===== config.mk =====
export PLATFORM = sky130hd
export DESIGN_NAME = dioci_top
export DESIGN_NICKNAME = d
export VERILOG_FILES = /design/src/verilog/dioci_pkg.sv /design/src/verilog/dioci_top.sv
export SDC_FILE = /design/constraint.sdc
export NUM_CORES = 1
export LEC_CHECK = 0
export BUFFER_PORTS_ARGS = -buffer_cell sky130_fd_sc_hd__clkbuf_2
export CORE_MARGIN = 2
export CORE_UTILIZATION = 48
export DETAILED_ROUTE_END_ITERATION = 16
export PLACE_DENSITY_LB_ADDON = 0.3
export SLEW_MARGIN = 40
export SYNTH_ARGS = -nofsm -noshare
export SYNTH_HDL_FRONTEND = slang
export SYNTH_SLANG_ARGS = --single-unit

===== constraint.sdc =====
create_clock -name pclk -period 1.7 [get_ports pclk]
set_input_delay 0.51 -clock pclk [delete_from_list [all_inputs] [get_ports pclk]]
set_output_delay 0.51 -clock pclk [all_outputs]
set_load 0.01 [all_outputs]

===== src/verilog/dioci_pkg.sv =====
// Package of constants for the dedicated I/O command interface
package dioci_pkg;
   localparam int NUM_SLOTS = 32;
   localparam int NUM_MECH = 3;
   localparam int NUM_WIDTH = 16;
   localparam int ADDR_W = 8;
   localparam logic [ADDR_W-1:0] ADDR_CTRL = 8'h00;
   localparam logic [ADDR_W-1:0] ADDR_STATUS = 8'h04;
   localparam logic [ADDR_W-1:0] ADDR_INT_STATUS = 8'h08;
   localparam logic [ADDR_W-1:0] ADDR_INT_MASK = 8'h0C;
   localparam logic [ADDR_W-1:0] ADDR_PROGRAM = 8'h10;
   localparam logic [ADDR_W-1:0] ADDR_OVERRIDE = 8'h14;
   localparam logic [ADDR_W-1:0] ADDR_LINE = 8'h18;
   localparam logic [ADDR_W-1:0] ADDR_GP_OUT = 8'h1C;
   localparam logic [ADDR_W-1:0] ADDR_SLOT_RUN = 8'h20;
   localparam logic [ADDR_W-1:0] ADDR_SLOT_WAIT = 8'h24;
   localparam logic [ADDR_W-1:0] ADDR_SLOT_END = 8'h28;
   localparam logic [ADDR_W-1:0] ADDR_SERVO = 8'h2C;
   // Control register fields
   localparam int CTRL_GRANT_BIT = 0;
   localparam int CTRL_EVADE_DONE_BIT = 1;
   localparam int CTRL_ESTOP_CLR_BIT = 2;
   localparam logic CTRL_GRANT_RST = 1'b0;
   // Status register fields
   localparam int ST_SERVO_DIS_BIT = 0;
   localparam int ST_SERVO_ON_BIT = 1;
   localparam int ST_RIGHTS_BIT = 2;
   localparam int ST_LOCK_BIT = 3;
   localparam int ST_EVADE_BIT = 4;
   localparam int ST_ESTOP_BIT = 5;
   localparam int ST_PRG_FLAG_BIT = 6;
   localparam int ST_LINE_FLAG_BIT = 7;
   // Interrupt event bits
   localparam int INT_W = 6;
   localparam int EV_ESTOP = 0;
   localparam int EV_SERVO_ON = 1;
   localparam int EV_PRG_SEL = 2;
   localparam int EV_OVRD_SEL = 3;
   localparam int EV_EVADE_REQ = 4;
   localparam int EV_GP_CLEAR = 5;
   localparam logic [INT_W-1:0] INT_MASK_RST = 6'h00;
   localparam logic [31:0] DATA_ZERO = 32'h0000_0000;
endpackage : dioci_pkg


===== src/verilog/dioci_top.sv =====
// Dedicated I/O command decoder with APB register access
//
// Our own choices: the register addresses and register access over APB.
`timescale 1ns/1ps
`default_nettype none

// What this block does
// - Servo disable level holds servos off, echoed
// - Servo-on edge powers all mechanisms' servos
// - Servo-on status is OR over mechanisms
// - Rights output while requested and granted
// - Machine-lock edge toggles lock, output shows it
// - Evasion edge starts return, busy until done
// - Output-clear edge resets general-purpose outputs
// - Emergency stop input sets flag output, servos off
// - Slot start edge runs slot, shows running
// - Slot stop level pauses slot, shows wait
// - Program-select edge loads program from field
// - Override-select edge loads override from field
// - Numeric field in, matching numeric field out
// - Program request presents program, flag raised
// - Line request presents line number, flag raised
// - Level inputs act only while held on, except the emergency stop and slot wait flags, which stay set until cleared
module dioci_top #(
   parameter int NSLOT = dioci_pkg::NUM_SLOTS,
   parameter int NMECH = dioci_pkg::NUM_MECH,
   parameter int NW = dioci_pkg::NUM_WIDTH
) (
   input wire logic pclk,
   input wire logic presetn,
   input wire logic psel,
   input wire logic penable,
   input wire logic pwrite,
   input wire logic [dioci_pkg::ADDR_W-1:0] paddr,
   input wire logic [31:0] pwdata,
   output logic [31:0] prdata,
   output logic pready,
   output logic pslverr,
   input wire logic servo_disable_in,
   input wire logic servo_power_on,
   input wire logic operation_rights,
   input wire logic machine_lock,
   input wire logic evasion_return,
   input wire logic gp_output_clear,
   input wire logic emergency_stop_in,
   input wire logic [NSLOT-1:0] slot_start,
   input wire logic [NSLOT-1:0] slot_stop,
   input wire logic program_select_strobe,
   input wire logic override_select_strobe,
   input wire logic [NW-1:0] numeric_value_field,
   input wire logic program_number_request,
   input wire logic line_number_request,
   output logic servo_disabled_out,
   output logic servo_on_out,
   output logic [NMECH-1:0] mech_servo_on,
   output logic operation_rights_out,
   output logic machine_lock_out,
   output logic evasion_return_out,
   output logic emergency_stop_flag,
   output logic [NSLOT-1:0] slot_running,
   output logic [NSLOT-1:0] slot_waiting,
   output logic [NW-1:0] numeric_value_out,
   output logic program_number_flag,
   output logic line_number_flag,
   output logic [31:0] gp_out,
   output logic irq
);

   function automatic logic rise(input logic cur, input logic prev);
      return cur & ~prev;
   endfunction : rise

   // Previous samples of edge-type inputs
   logic srv_on_d, lock_d, evade_d, gpclr_d, program_select_strobe_d, ovrsel_d, prgreq_d, linereq_d;
   logic [NSLOT-1:0] start_d;

   logic ev_srv_on, ev_lock, ev_evade, ev_gpclr, ev_program_select_strobe, ev_ovrsel, ev_prgreq, ev_linereq;
   logic [NSLOT-1:0] ev_start;

   always_ff @(posedge pclk or negedge presetn) begin
      if (!presetn) begin
         srv_on_d <= 1'b0;
         lock_d <= 1'b0;
         evade_d <= 1'b0;
         gpclr_d <= 1'b0;
         program_select_strobe_d <= 1'b0;
         ovrsel_d <= 1'b0;
         prgreq_d <= 1'b0;
         linereq_d <= 1'b0;
         start_d <= '0;
      end else begin
         srv_on_d <= servo_power_on;
         lock_d <= machine_lock;
         evade_d <= evasion_return;
         gpclr_d <= gp_output_clear;
         program_select_strobe_d <= program_select_strobe;
         ovrsel_d <= override_select_strobe;
         prgreq_d <= program_number_request;
         linereq_d <= line_number_request;
         start_d <= slot_start;
      end
   end

   always_comb begin
      ev_srv_on = rise(servo_power_on, srv_on_d);
      ev_lock = rise(machine_lock, lock_d);
      ev_evade = rise(evasion_return, evade_d);
      ev_gpclr = rise(gp_output_clear, gpclr_d);
      ev_program_select_strobe = rise(program_select_strobe, program_select_strobe_d);
      ev_ovrsel = rise(override_select_strobe, ovrsel_d);
      ev_prgreq = rise(program_number_request, prgreq_d);
      ev_linereq = rise(line_number_request, linereq_d);
   end

   // APB decode
   logic setup_ph, access_ph, wr_en;
   logic [31:0] rd_mux;
   logic addr_ok;
   assign setup_ph = psel & ~penable;
   assign access_ph = psel & penable & pready;
   assign wr_en = access_ph & pwrite & ~pslverr;

   // Software registers
   logic grant_reg;
   logic [dioci_pkg::INT_W-1:0] int_status_reg, int_mask_reg, int_clr_reg, events;
   logic [NW-1:0] program_reg, override_reg, line_reg;

   // Address match for one register
   function automatic logic hit(input logic [dioci_pkg::ADDR_W-1:0] a,
      input logic [dioci_pkg::ADDR_W-1:0] r);
      return a == r;
   endfunction : hit

   logic wr_ctrl, wr_slot_end, wr_servo, wr_mask, wr_line, wr_gp, rd_int;
   assign wr_ctrl = wr_en && hit(paddr, dioci_pkg::ADDR_CTRL);
   assign wr_slot_end = wr_en && hit(paddr, dioci_pkg::ADDR_SLOT_END);
   assign wr_servo = wr_en && hit(paddr, dioci_pkg::ADDR_SERVO);
   assign wr_mask = wr_en && hit(paddr, dioci_pkg::ADDR_INT_MASK);
   assign wr_line = wr_en && hit(paddr, dioci_pkg::ADDR_LINE);
   assign wr_gp = wr_en && hit(paddr, dioci_pkg::ADDR_GP_OUT);
   assign rd_int = access_ph && !pwrite && hit(paddr, dioci_pkg::ADDR_INT_STATUS);

   always_ff @(posedge pclk or negedge presetn) begin
      if (!presetn) begin
         grant_reg <= dioci_pkg::CTRL_GRANT_RST;
         int_mask_reg <= dioci_pkg::INT_MASK_RST;
         line_reg <= '0;
         gp_out <= dioci_pkg::DATA_ZERO;
      end else begin
         if (wr_ctrl) begin
            grant_reg <= pwdata[dioci_pkg::CTRL_GRANT_BIT];
         end
         if (wr_mask) begin
            int_mask_reg <= pwdata[dioci_pkg::INT_W-1:0];
         end
         if (wr_line) begin
            line_reg <= pwdata[NW-1:0];
         end
         if (ev_gpclr) begin
            gp_out <= dioci_pkg::DATA_ZERO;
         end else if (wr_gp) begin
            gp_out <= pwdata;
         end
      end
   end

   // Servo power per mechanism
   always_ff @(posedge pclk or negedge presetn) begin
      if (!presetn) begin
         mech_servo_on <= '0;
         servo_disabled_out <= 1'b0;
         servo_on_out <= 1'b0;
      end else begin
         servo_disabled_out <= servo_disable_in;
         if (servo_disable_in || emergency_stop_in) begin
            mech_servo_on <= '0;
         end else if (ev_srv_on) begin
            mech_servo_on <= '1;
         end else if (wr_servo) begin
            mech_servo_on <= mech_servo_on & ~pwdata[NMECH-1:0];
         end
         if (servo_disable_in || emergency_stop_in) begin
            servo_on_out <= 1'b0;
         end else if (ev_srv_on) begin
            servo_on_out <= 1'b1;
         end else if (wr_servo) begin
            servo_on_out <= |(mech_servo_on & ~pwdata[NMECH-1:0]);
         end
      end
   end

   // Rights, lock, evasion return, emergency flag
   always_ff @(posedge pclk or negedge presetn) begin
      if (!presetn) begin
         operation_rights_out <= 1'b0;
         machine_lock_out <= 1'b0;
         evasion_return_out <= 1'b0;
         emergency_stop_flag <= 1'b0;
      end else begin
         operation_rights_out <= operation_rights & grant_reg;
         if (ev_lock) begin
            machine_lock_out <= ~machine_lock_out;
         end
         if (ev_evade) begin
            evasion_return_out <= 1'b1;
         end else if (wr_ctrl && pwdata[dioci_pkg::CTRL_EVADE_DONE_BIT]) begin
            evasion_return_out <= 1'b0;
         end
         if (emergency_stop_in) begin
            emergency_stop_flag <= 1'b1;
         end else if (wr_ctrl && pwdata[dioci_pkg::CTRL_ESTOP_CLR_BIT]) begin
            emergency_stop_flag <= 1'b0;
         end
      end
   end

   // Per-slot run and wait state
   genvar gi;
   generate
      for (gi = 0; gi < NSLOT; gi++) begin : g_slot
         assign ev_start[gi] = rise(slot_start[gi], start_d[gi]);
         always_ff @(posedge pclk or negedge presetn) begin
            if (!presetn) begin
               slot_running[gi] <= 1'b0;
               slot_waiting[gi] <= 1'b0;
            end else if (slot_stop[gi]) begin
               if (slot_running[gi]) begin
                  slot_waiting[gi] <= 1'b1;
               end
               slot_running[gi] <= 1'b0;
            end else if (ev_start[gi]) begin
               slot_running[gi] <= 1'b1;
               slot_waiting[gi] <= 1'b0;
            end else if (wr_slot_end && pwdata[gi]) begin
               slot_running[gi] <= 1'b0;
               slot_waiting[gi] <= 1'b0;
            end
         end
      end
   endgenerate

   // Selections and numeric output field
   always_ff @(posedge pclk or negedge presetn) begin
      if (!presetn) begin
         program_reg <= '0;
         override_reg <= '0;
         numeric_value_out <= '0;
         program_number_flag <= 1'b0;
         line_number_flag <= 1'b0;
      end else begin
         if (ev_program_select_strobe) begin
            program_reg <= numeric_value_field;
         end
         if (ev_ovrsel) begin
            override_reg <= numeric_value_field;
         end
         if (ev_prgreq) begin
            numeric_value_out <= program_reg;
            program_number_flag <= 1'b1;
            line_number_flag <= 1'b0;
         end else if (ev_linereq) begin
            numeric_value_out <= line_reg;
            program_number_flag <= 1'b0;
            line_number_flag <= 1'b1;
         end
      end
   end

   // Interrupt status, cleared by reading it; set wins
   always_comb begin
      events = '0;
      events[dioci_pkg::EV_ESTOP] = emergency_stop_in & ~emergency_stop_flag;
      events[dioci_pkg::EV_SERVO_ON] = ev_srv_on & ~servo_disable_in;
      events[dioci_pkg::EV_PRG_SEL] = ev_program_select_strobe;
      events[dioci_pkg::EV_OVRD_SEL] = ev_ovrsel;
      events[dioci_pkg::EV_EVADE_REQ] = ev_evade;
      events[dioci_pkg::EV_GP_CLEAR] = ev_gpclr;
   end

   always_ff @(posedge pclk or negedge presetn) begin
      if (!presetn) begin
         int_status_reg <= '0;
         irq <= 1'b0;
      end else begin
         if (rd_int) begin
            int_status_reg <= (int_status_reg & ~int_clr_reg) | events;
         end else begin
            int_status_reg <= int_status_reg | events;
         end
         irq <= |(int_status_reg & int_mask_reg);
      end
   end

   // Read mux
   always_comb begin
      rd_mux = dioci_pkg::DATA_ZERO;
      addr_ok = 1'b1;
      case (paddr)
         dioci_pkg::ADDR_CTRL: rd_mux[dioci_pkg::CTRL_GRANT_BIT] = grant_reg;
         dioci_pkg::ADDR_STATUS: begin
            rd_mux[dioci_pkg::ST_SERVO_DIS_BIT] = servo_disabled_out;
            rd_mux[dioci_pkg::ST_SERVO_ON_BIT] = servo_on_out;
            rd_mux[dioci_pkg::ST_RIGHTS_BIT] = operation_rights_out;
            rd_mux[dioci_pkg::ST_LOCK_BIT] = machine_lock_out;
            rd_mux[dioci_pkg::ST_EVADE_BIT] = evasion_return_out;
            rd_mux[dioci_pkg::ST_ESTOP_BIT] = emergency_stop_flag;
            rd_mux[dioci_pkg::ST_PRG_FLAG_BIT] = program_number_flag;
            rd_mux[dioci_pkg::ST_LINE_FLAG_BIT] = line_number_flag;
         end
         dioci_pkg::ADDR_INT_STATUS: rd_mux[dioci_pkg::INT_W-1:0] = int_status_reg;
         dioci_pkg::ADDR_INT_MASK: rd_mux[dioci_pkg::INT_W-1:0] = int_mask_reg;
         dioci_pkg::ADDR_PROGRAM: rd_mux[NW-1:0] = program_reg;
         dioci_pkg::ADDR_OVERRIDE: rd_mux[NW-1:0] = override_reg;
         dioci_pkg::ADDR_LINE: rd_mux[NW-1:0] = line_reg;
         dioci_pkg::ADDR_GP_OUT: rd_mux = gp_out;
         dioci_pkg::ADDR_SLOT_RUN: rd_mux[NSLOT-1:0] = slot_running;
         dioci_pkg::ADDR_SLOT_WAIT: rd_mux[NSLOT-1:0] = slot_waiting;
         dioci_pkg::ADDR_SLOT_END: rd_mux = dioci_pkg::DATA_ZERO;
         dioci_pkg::ADDR_SERVO: rd_mux[NMECH-1:0] = mech_servo_on;
         default: addr_ok = 1'b0;
      endcase
   end

   // APB answer: data captured in setup, ready in access
   always_ff @(posedge pclk or negedge presetn) begin
      if (!presetn) begin
         prdata <= dioci_pkg::DATA_ZERO;
         pready <= 1'b0;
         pslverr <= 1'b0;
         int_clr_reg <= '0;
      end else begin
         pready <= setup_ph;
         if (setup_ph) begin
            prdata <= pwrite ? dioci_pkg::DATA_ZERO : rd_mux;
            pslverr <= ~addr_ok;
            int_clr_reg <= int_status_reg;
         end else begin
            pslverr <= 1'b0;
         end
      end
   end

endmodule : dioci_top
`default_nettype wire

Word-level counts from Yosys, hierarchy flattened
Index checks and enable logic that the tools add are counted.
{ "word_totals": {"register_bits": 265, "inputBits": 136, "latchBits": 0, "ram_bits": 0, "elab_cells": 576, "rom_bits": 0, "memories": 0} }
{ "classes": {"addsub": 0, "shifts": 0, "n_mux": 220, "mul": 0, "n_bitwise": 101, "div": 0, "n_lt_le_gt_ge": 0, "reduce_logical": 117, "eq_ne": 43} }
{ "op_table": {"columns": ["operator", "n"], "rows": [
  ["$mux W1", 205],
  ["$reduce_bool A3 Y1", 33],
  ["$mux W32", 3],
  ["$ne A2 B1 Y1 const B", 32],
  ["$reduce_and A2 Y1", 32],
  ["$and A1 B1 Y1", 48],
  ["$pmux W16 S3", 1],
  ["$pmux W8 S6", 1],
  ["$not A1 Y1", 46],
  ["$logic_and A1 B1 Y1", 42],
  ["$eq A8 B5 Y1 const B", 4],
  ["$eq A8 B6 Y1 const B", 4],
  ["$mux W16", 2],
  ["$pmux W3 S9", 1],
  ["$pmux W2 S10", 1],
  ["$eq A8 B4 Y1 const B", 2],
  ["$pmux W2 S7", 1],
  ["$and A6 B6 Y6", 2],
  ["$or A6 B6 Y6", 2],
  ["$reduce_or A12 Y1", 1],
  ["$pmux W1 S11", 1],
  ["$mux W3", 3],
  ["$eq A8 B3 Y1 const B", 1],
  ["$logic_not A8 Y1", 1],
  ["other kinds (9)", 12]
]} }

Longest topological paths before layout
{ "logic_depth": {"ltp_word": 9, "ltp_mapped": 8} }

Worst setup path after synthesis
No wires, ideal clock.
{ "synth_path": {"kind": "input-to-reg", "startpoint": "input port paddr[7] in the netlist's numbering", "endpoint": "register line_reg[10]", "arrival_time_ns": 2.102, "cell_stages": 6, "setup_slack_ns": -0.527, "path_buffers": 3, "required_ns": 1.575, "cell_sequence": "buf_2 > or4b_1 > clkbuf_1 > nor3_4 > buf_6 > mux2_2"} }
{ "synth_via": {"elab_chain_cells": 2} }
{ "synth_rtl": {"columns": ["item", "line", "rtl"], "rows": [
  ["start: declaration", "dioci_top.sv:34", "input wire logic [dioci_pkg::ADDR_W-1:0] paddr,"],
  ["$eq A8 B5 Y1", "dioci_top.sv:131", "return a == r;"],
  ["$logic_and A1 B1 Y1", "dioci_top.sv:139", "assign wr_line = wr_en && hit(paddr, dioci_pkg::ADDR_LINE);"],
  ["end signal: assignment", "dioci_top.sv:157", "line_reg <= pwdata[NW-1:0];"],
  ["end: declaration", "dioci_top.sv:126", "logic [NW-1:0] program_reg, override_reg, line_reg;"]
]} }
Every way passes these cells.
A chain may end at the register's enable or synchronous reset.

Worst setup path after layout
{ "layout_path": {"startpoint": "register pready", "endpoint": "register line_reg[9]"} }
{ "layout_via": {"elab_chain_cells": 4} }
{ "layout_rtl": {"columns": ["item", "line", "rtl"], "rows": [
  ["start: declaration", "dioci_top.sv:37", "output logic pready,"],
  ["start signal: assignment", "dioci_top.sv:332", "pready <= setup_ph;"],
  ["$and A1 B1 Y1", "dioci_top.sv:120", "assign access_ph = psel & penable & pready;"],
  ["$and A1 B1 Y1 (2 in a row)", "dioci_top.sv:121", "assign wr_en = access_ph & pwrite & ~pslverr;"],
  ["$logic_and A1 B1 Y1", "dioci_top.sv:139", null]
]} }
Every way passes these cells.

==> flow_summary.yaml <==
floorplanning:
  die_area_sq_um: 25500
  core_region_area_sq_um: 23600
  start_util_pct: 49.2
  pin_count: 294
  die_h_um: 160
  num_rows: 56
  die_w_um: 160
worst_setup_path:
  crit_required_ns: 2.12
  crit_family: "simple AND/OR/NAND/NOR gates"
  start_kind: "flip-flop"
  cpPeakStageDelay_ns: 0.34
  end_kind: "flip-flop"
  rrSetupSlack_ns: -0.09
  crit_chain: "nand4_1 -> or2_4 -> nor3_4 -> buf_6 -> buf_12 -> mux2_2"
  r2r_end: "line_reg[9]"
  worst-path-buf-inv: 2
  critPathMaxFanout: 6
  rr_worst_depth: 6
  slowest_stage: "dfrtp_1"
  path_class: "flip-flop to flip-flop"
  cp.arrival_ns: 2.21
  timing.rr.start: "pready"
worst_hold_path:
  hp-start: "program_select_strobe"
  min_to: "program_select_strobe_d"
  hold_class: "primary input to flip-flop"
  holdPathStages: 1
clock_network:
  cts.sinks: 265
  cts_tree: "built"
  clk_pin_slew_ns: 0.06
  clock_path_buffers: 3
  cts_made_buffers: 29
  root_buffer: "clkbuf_16"
  worstSkewPairLatency_ns: 0.54
  cts_htree_levels: 1
sta:
  fin_ws_ns: -0.0891
  fin_worst_skew_ns: 0.0162
  whs_ns: 0.0885
  hold_violations: 0
  rsz0062_at_grt: "yes"
  setup_violations: 56
  relSlewSlack_pct: 67.0
  drv_slew: 0
  clock.fmax_ghz: 0.559
  post-route-period-util_pct: 105
  finalCriticalPeriod_ns: 1.79
  worstMarginPinSlew_ns: 0.490
routing:
  wire_per_inst_um: 21.5
  drtPass1Iterations: 7
  routed_wl_um: 38500
  vias: 10200
  drt_iter0_markers: 739
  viasPerCell: 5.68
  drc: 0
  final_antenna_net_count: 0
global_routing:
  track_usage_pct: 29.4
  grt_start_max_net_pins: 63
  antenna_found_initial: 2
  first_global_vias: 10600
  grt_pass1_wl_um: 59000
  grt_overflow_total: 0
logic_synthesis:
  synth_nets: 1187
  synth-seq-cells: 265
  netlist_instances: 1051
  ys.flop_type: "dfrtp_1"
  synth_area_sq_um: 11600
  syn_area_per_cell_sq_um: 11.1
  ys_seq_area_share_pct: 57.0
  ys_types: 60
  synth_edf_count: 0
  async_reset_ff_share_pct: 100
  yosys_warnings: 0
cells_and_area:
  num-fill-cells: 1803
  final_common_cell: "clkbuf_2"
  most-common-layout-cells: "clkbuf_2 (291), dfrtp_1 (260), nand2_1 (136)"
  finish.utilization_pct: 67.2
  syn2layout_area_growth_pct: 36.5
  layout.nets: 1586
  final_layout_size_suffix_gt1_share_pct: 40.8
run:
  maxCapViolCount: 0
placement:
  place_congestion: 0.960
  port_buffers: 293
  hpwl_um: 27400
power_and_ir_drop:
  power.leakage_nw: 7.48
  power_mw: 15.4
  peakVddDrop_mv: 0.815
  power_density_nw_per_um2: 968
status:
  status: "finished, violations left"
  violations: "negative setup slack"
## synthesized netlist by cell type (4+ instances only)
library cell  count  area [sq um]
buf_4             8          60.1
nor2b_1          11          68.8
o21ai_1           8          40.0
nor2_1           76           285
o21ai_0          47           235
a22oi_1          28           210
nand2b_1         36           225
or2_2             4          25.0
nand3_1          15          75.1
nor3_1            7          35.0
clkbuf_1         31           116
dfrtp_1         265          6630
mux2i_1          61           611
a21o_1            6          45.0
a22o_1           26           228
buf_2             9          45.0
nand2_1         136           510
inv_1             7          26.3
mux2_2           71           800
a32oi_1           7          61.3
buf_6             4          45.0
a21oi_1         114           571
buf_1             5          18.8
and3_1            4          25.0
mux4_2            4          90.1
o2bb2ai_1         4          35.0
and2_1            4          25.0
## area by class of cell
class                      count  area [sq um]  share of cell area (%)
sequential                   265          6640                    41.8
multi-input combinational    722          4940                    31.1
timing repair buffer         425          2880                    18.1
clock buffer                  36           812                    5.12
tap                          319           399                    2.52
clock inverter                17           168                    1.06
inverter                       7          26.3                   0.166
antenna                        2          5.00                  0.0315
## cell families (layout without fill, tap and decap cells)
kind of cell	Yosys count	after routing	share of synthesized area, %
flops	265	265	57.0
compound gates	260	260	13.7
simple gates	325	325	13.6
buf+inv	64	485	2.68
xor+xnor	1	1	0.0754
mux	136	136	12.9
other cells	0	2	0
## layer usage
layer	wire, um	global-route usage (%)
met1	15400	37.6
met2	18500	48.2
met3	3420	7.61
met4	1250	11.7
met5	0	0
## worst max path at each step
stage	startpoint	end	slack, ns	depth (start not counted)
CTS	pready	line_reg[4]	-0.05	6
finish	pready	line_reg[9]	-0.09	6
global route	pready	line_reg[9]	-0.16	6
global placement	paddr[5]	prdata[0]	-0.62	7
floorplan	paddr[7]	line_reg[10]	-0.47	6
detailed placement	paddr[3]	slot_waiting[24]	-0.68	7
## where the power goes
group | switching [mW] | total, mW | internal (mW)
clock network | 2.55 | 6.37 | 3.83
logic | 1.04 | 1.88 | 0.843
registers | 0.365 | 7.11 | 6.74
total | 3.95 | 15.4 | 11.4
## metrics by stage
step / setup WS (ns) / std cells / setup TNS (ns) / area (sq um)
after CTS: -0.0464 / 1783 / -0.281 / 15600
after floorplan: -0.473 / 1051 / -50.15 / 11800
final: -0.0891 / 1793 / -1.58 / 15900
after global routing: -0.163 / 1792 / -9.65 / 15900
after global placement: -0.622 / 1721 / -77.08 / 14400
after detailed placement: -0.677 / 1721 / -81.82 / 14400
## timing repair
| item | 4_1_cts | 5_1_grt |
|---|---|---|
| buffers inserted | 7 | 5 |
| gates resized for setup | 26 | 47 |
| setup endpoints to repair | 77 | 157 |
| hold buffers | 1 | 0 |
| pin swaps | 2 | 5 |
| hold endpoints to repair | 22 | 0 |
| gates cloned | 1 | 4 |
(Power assumes the default switching activity.)
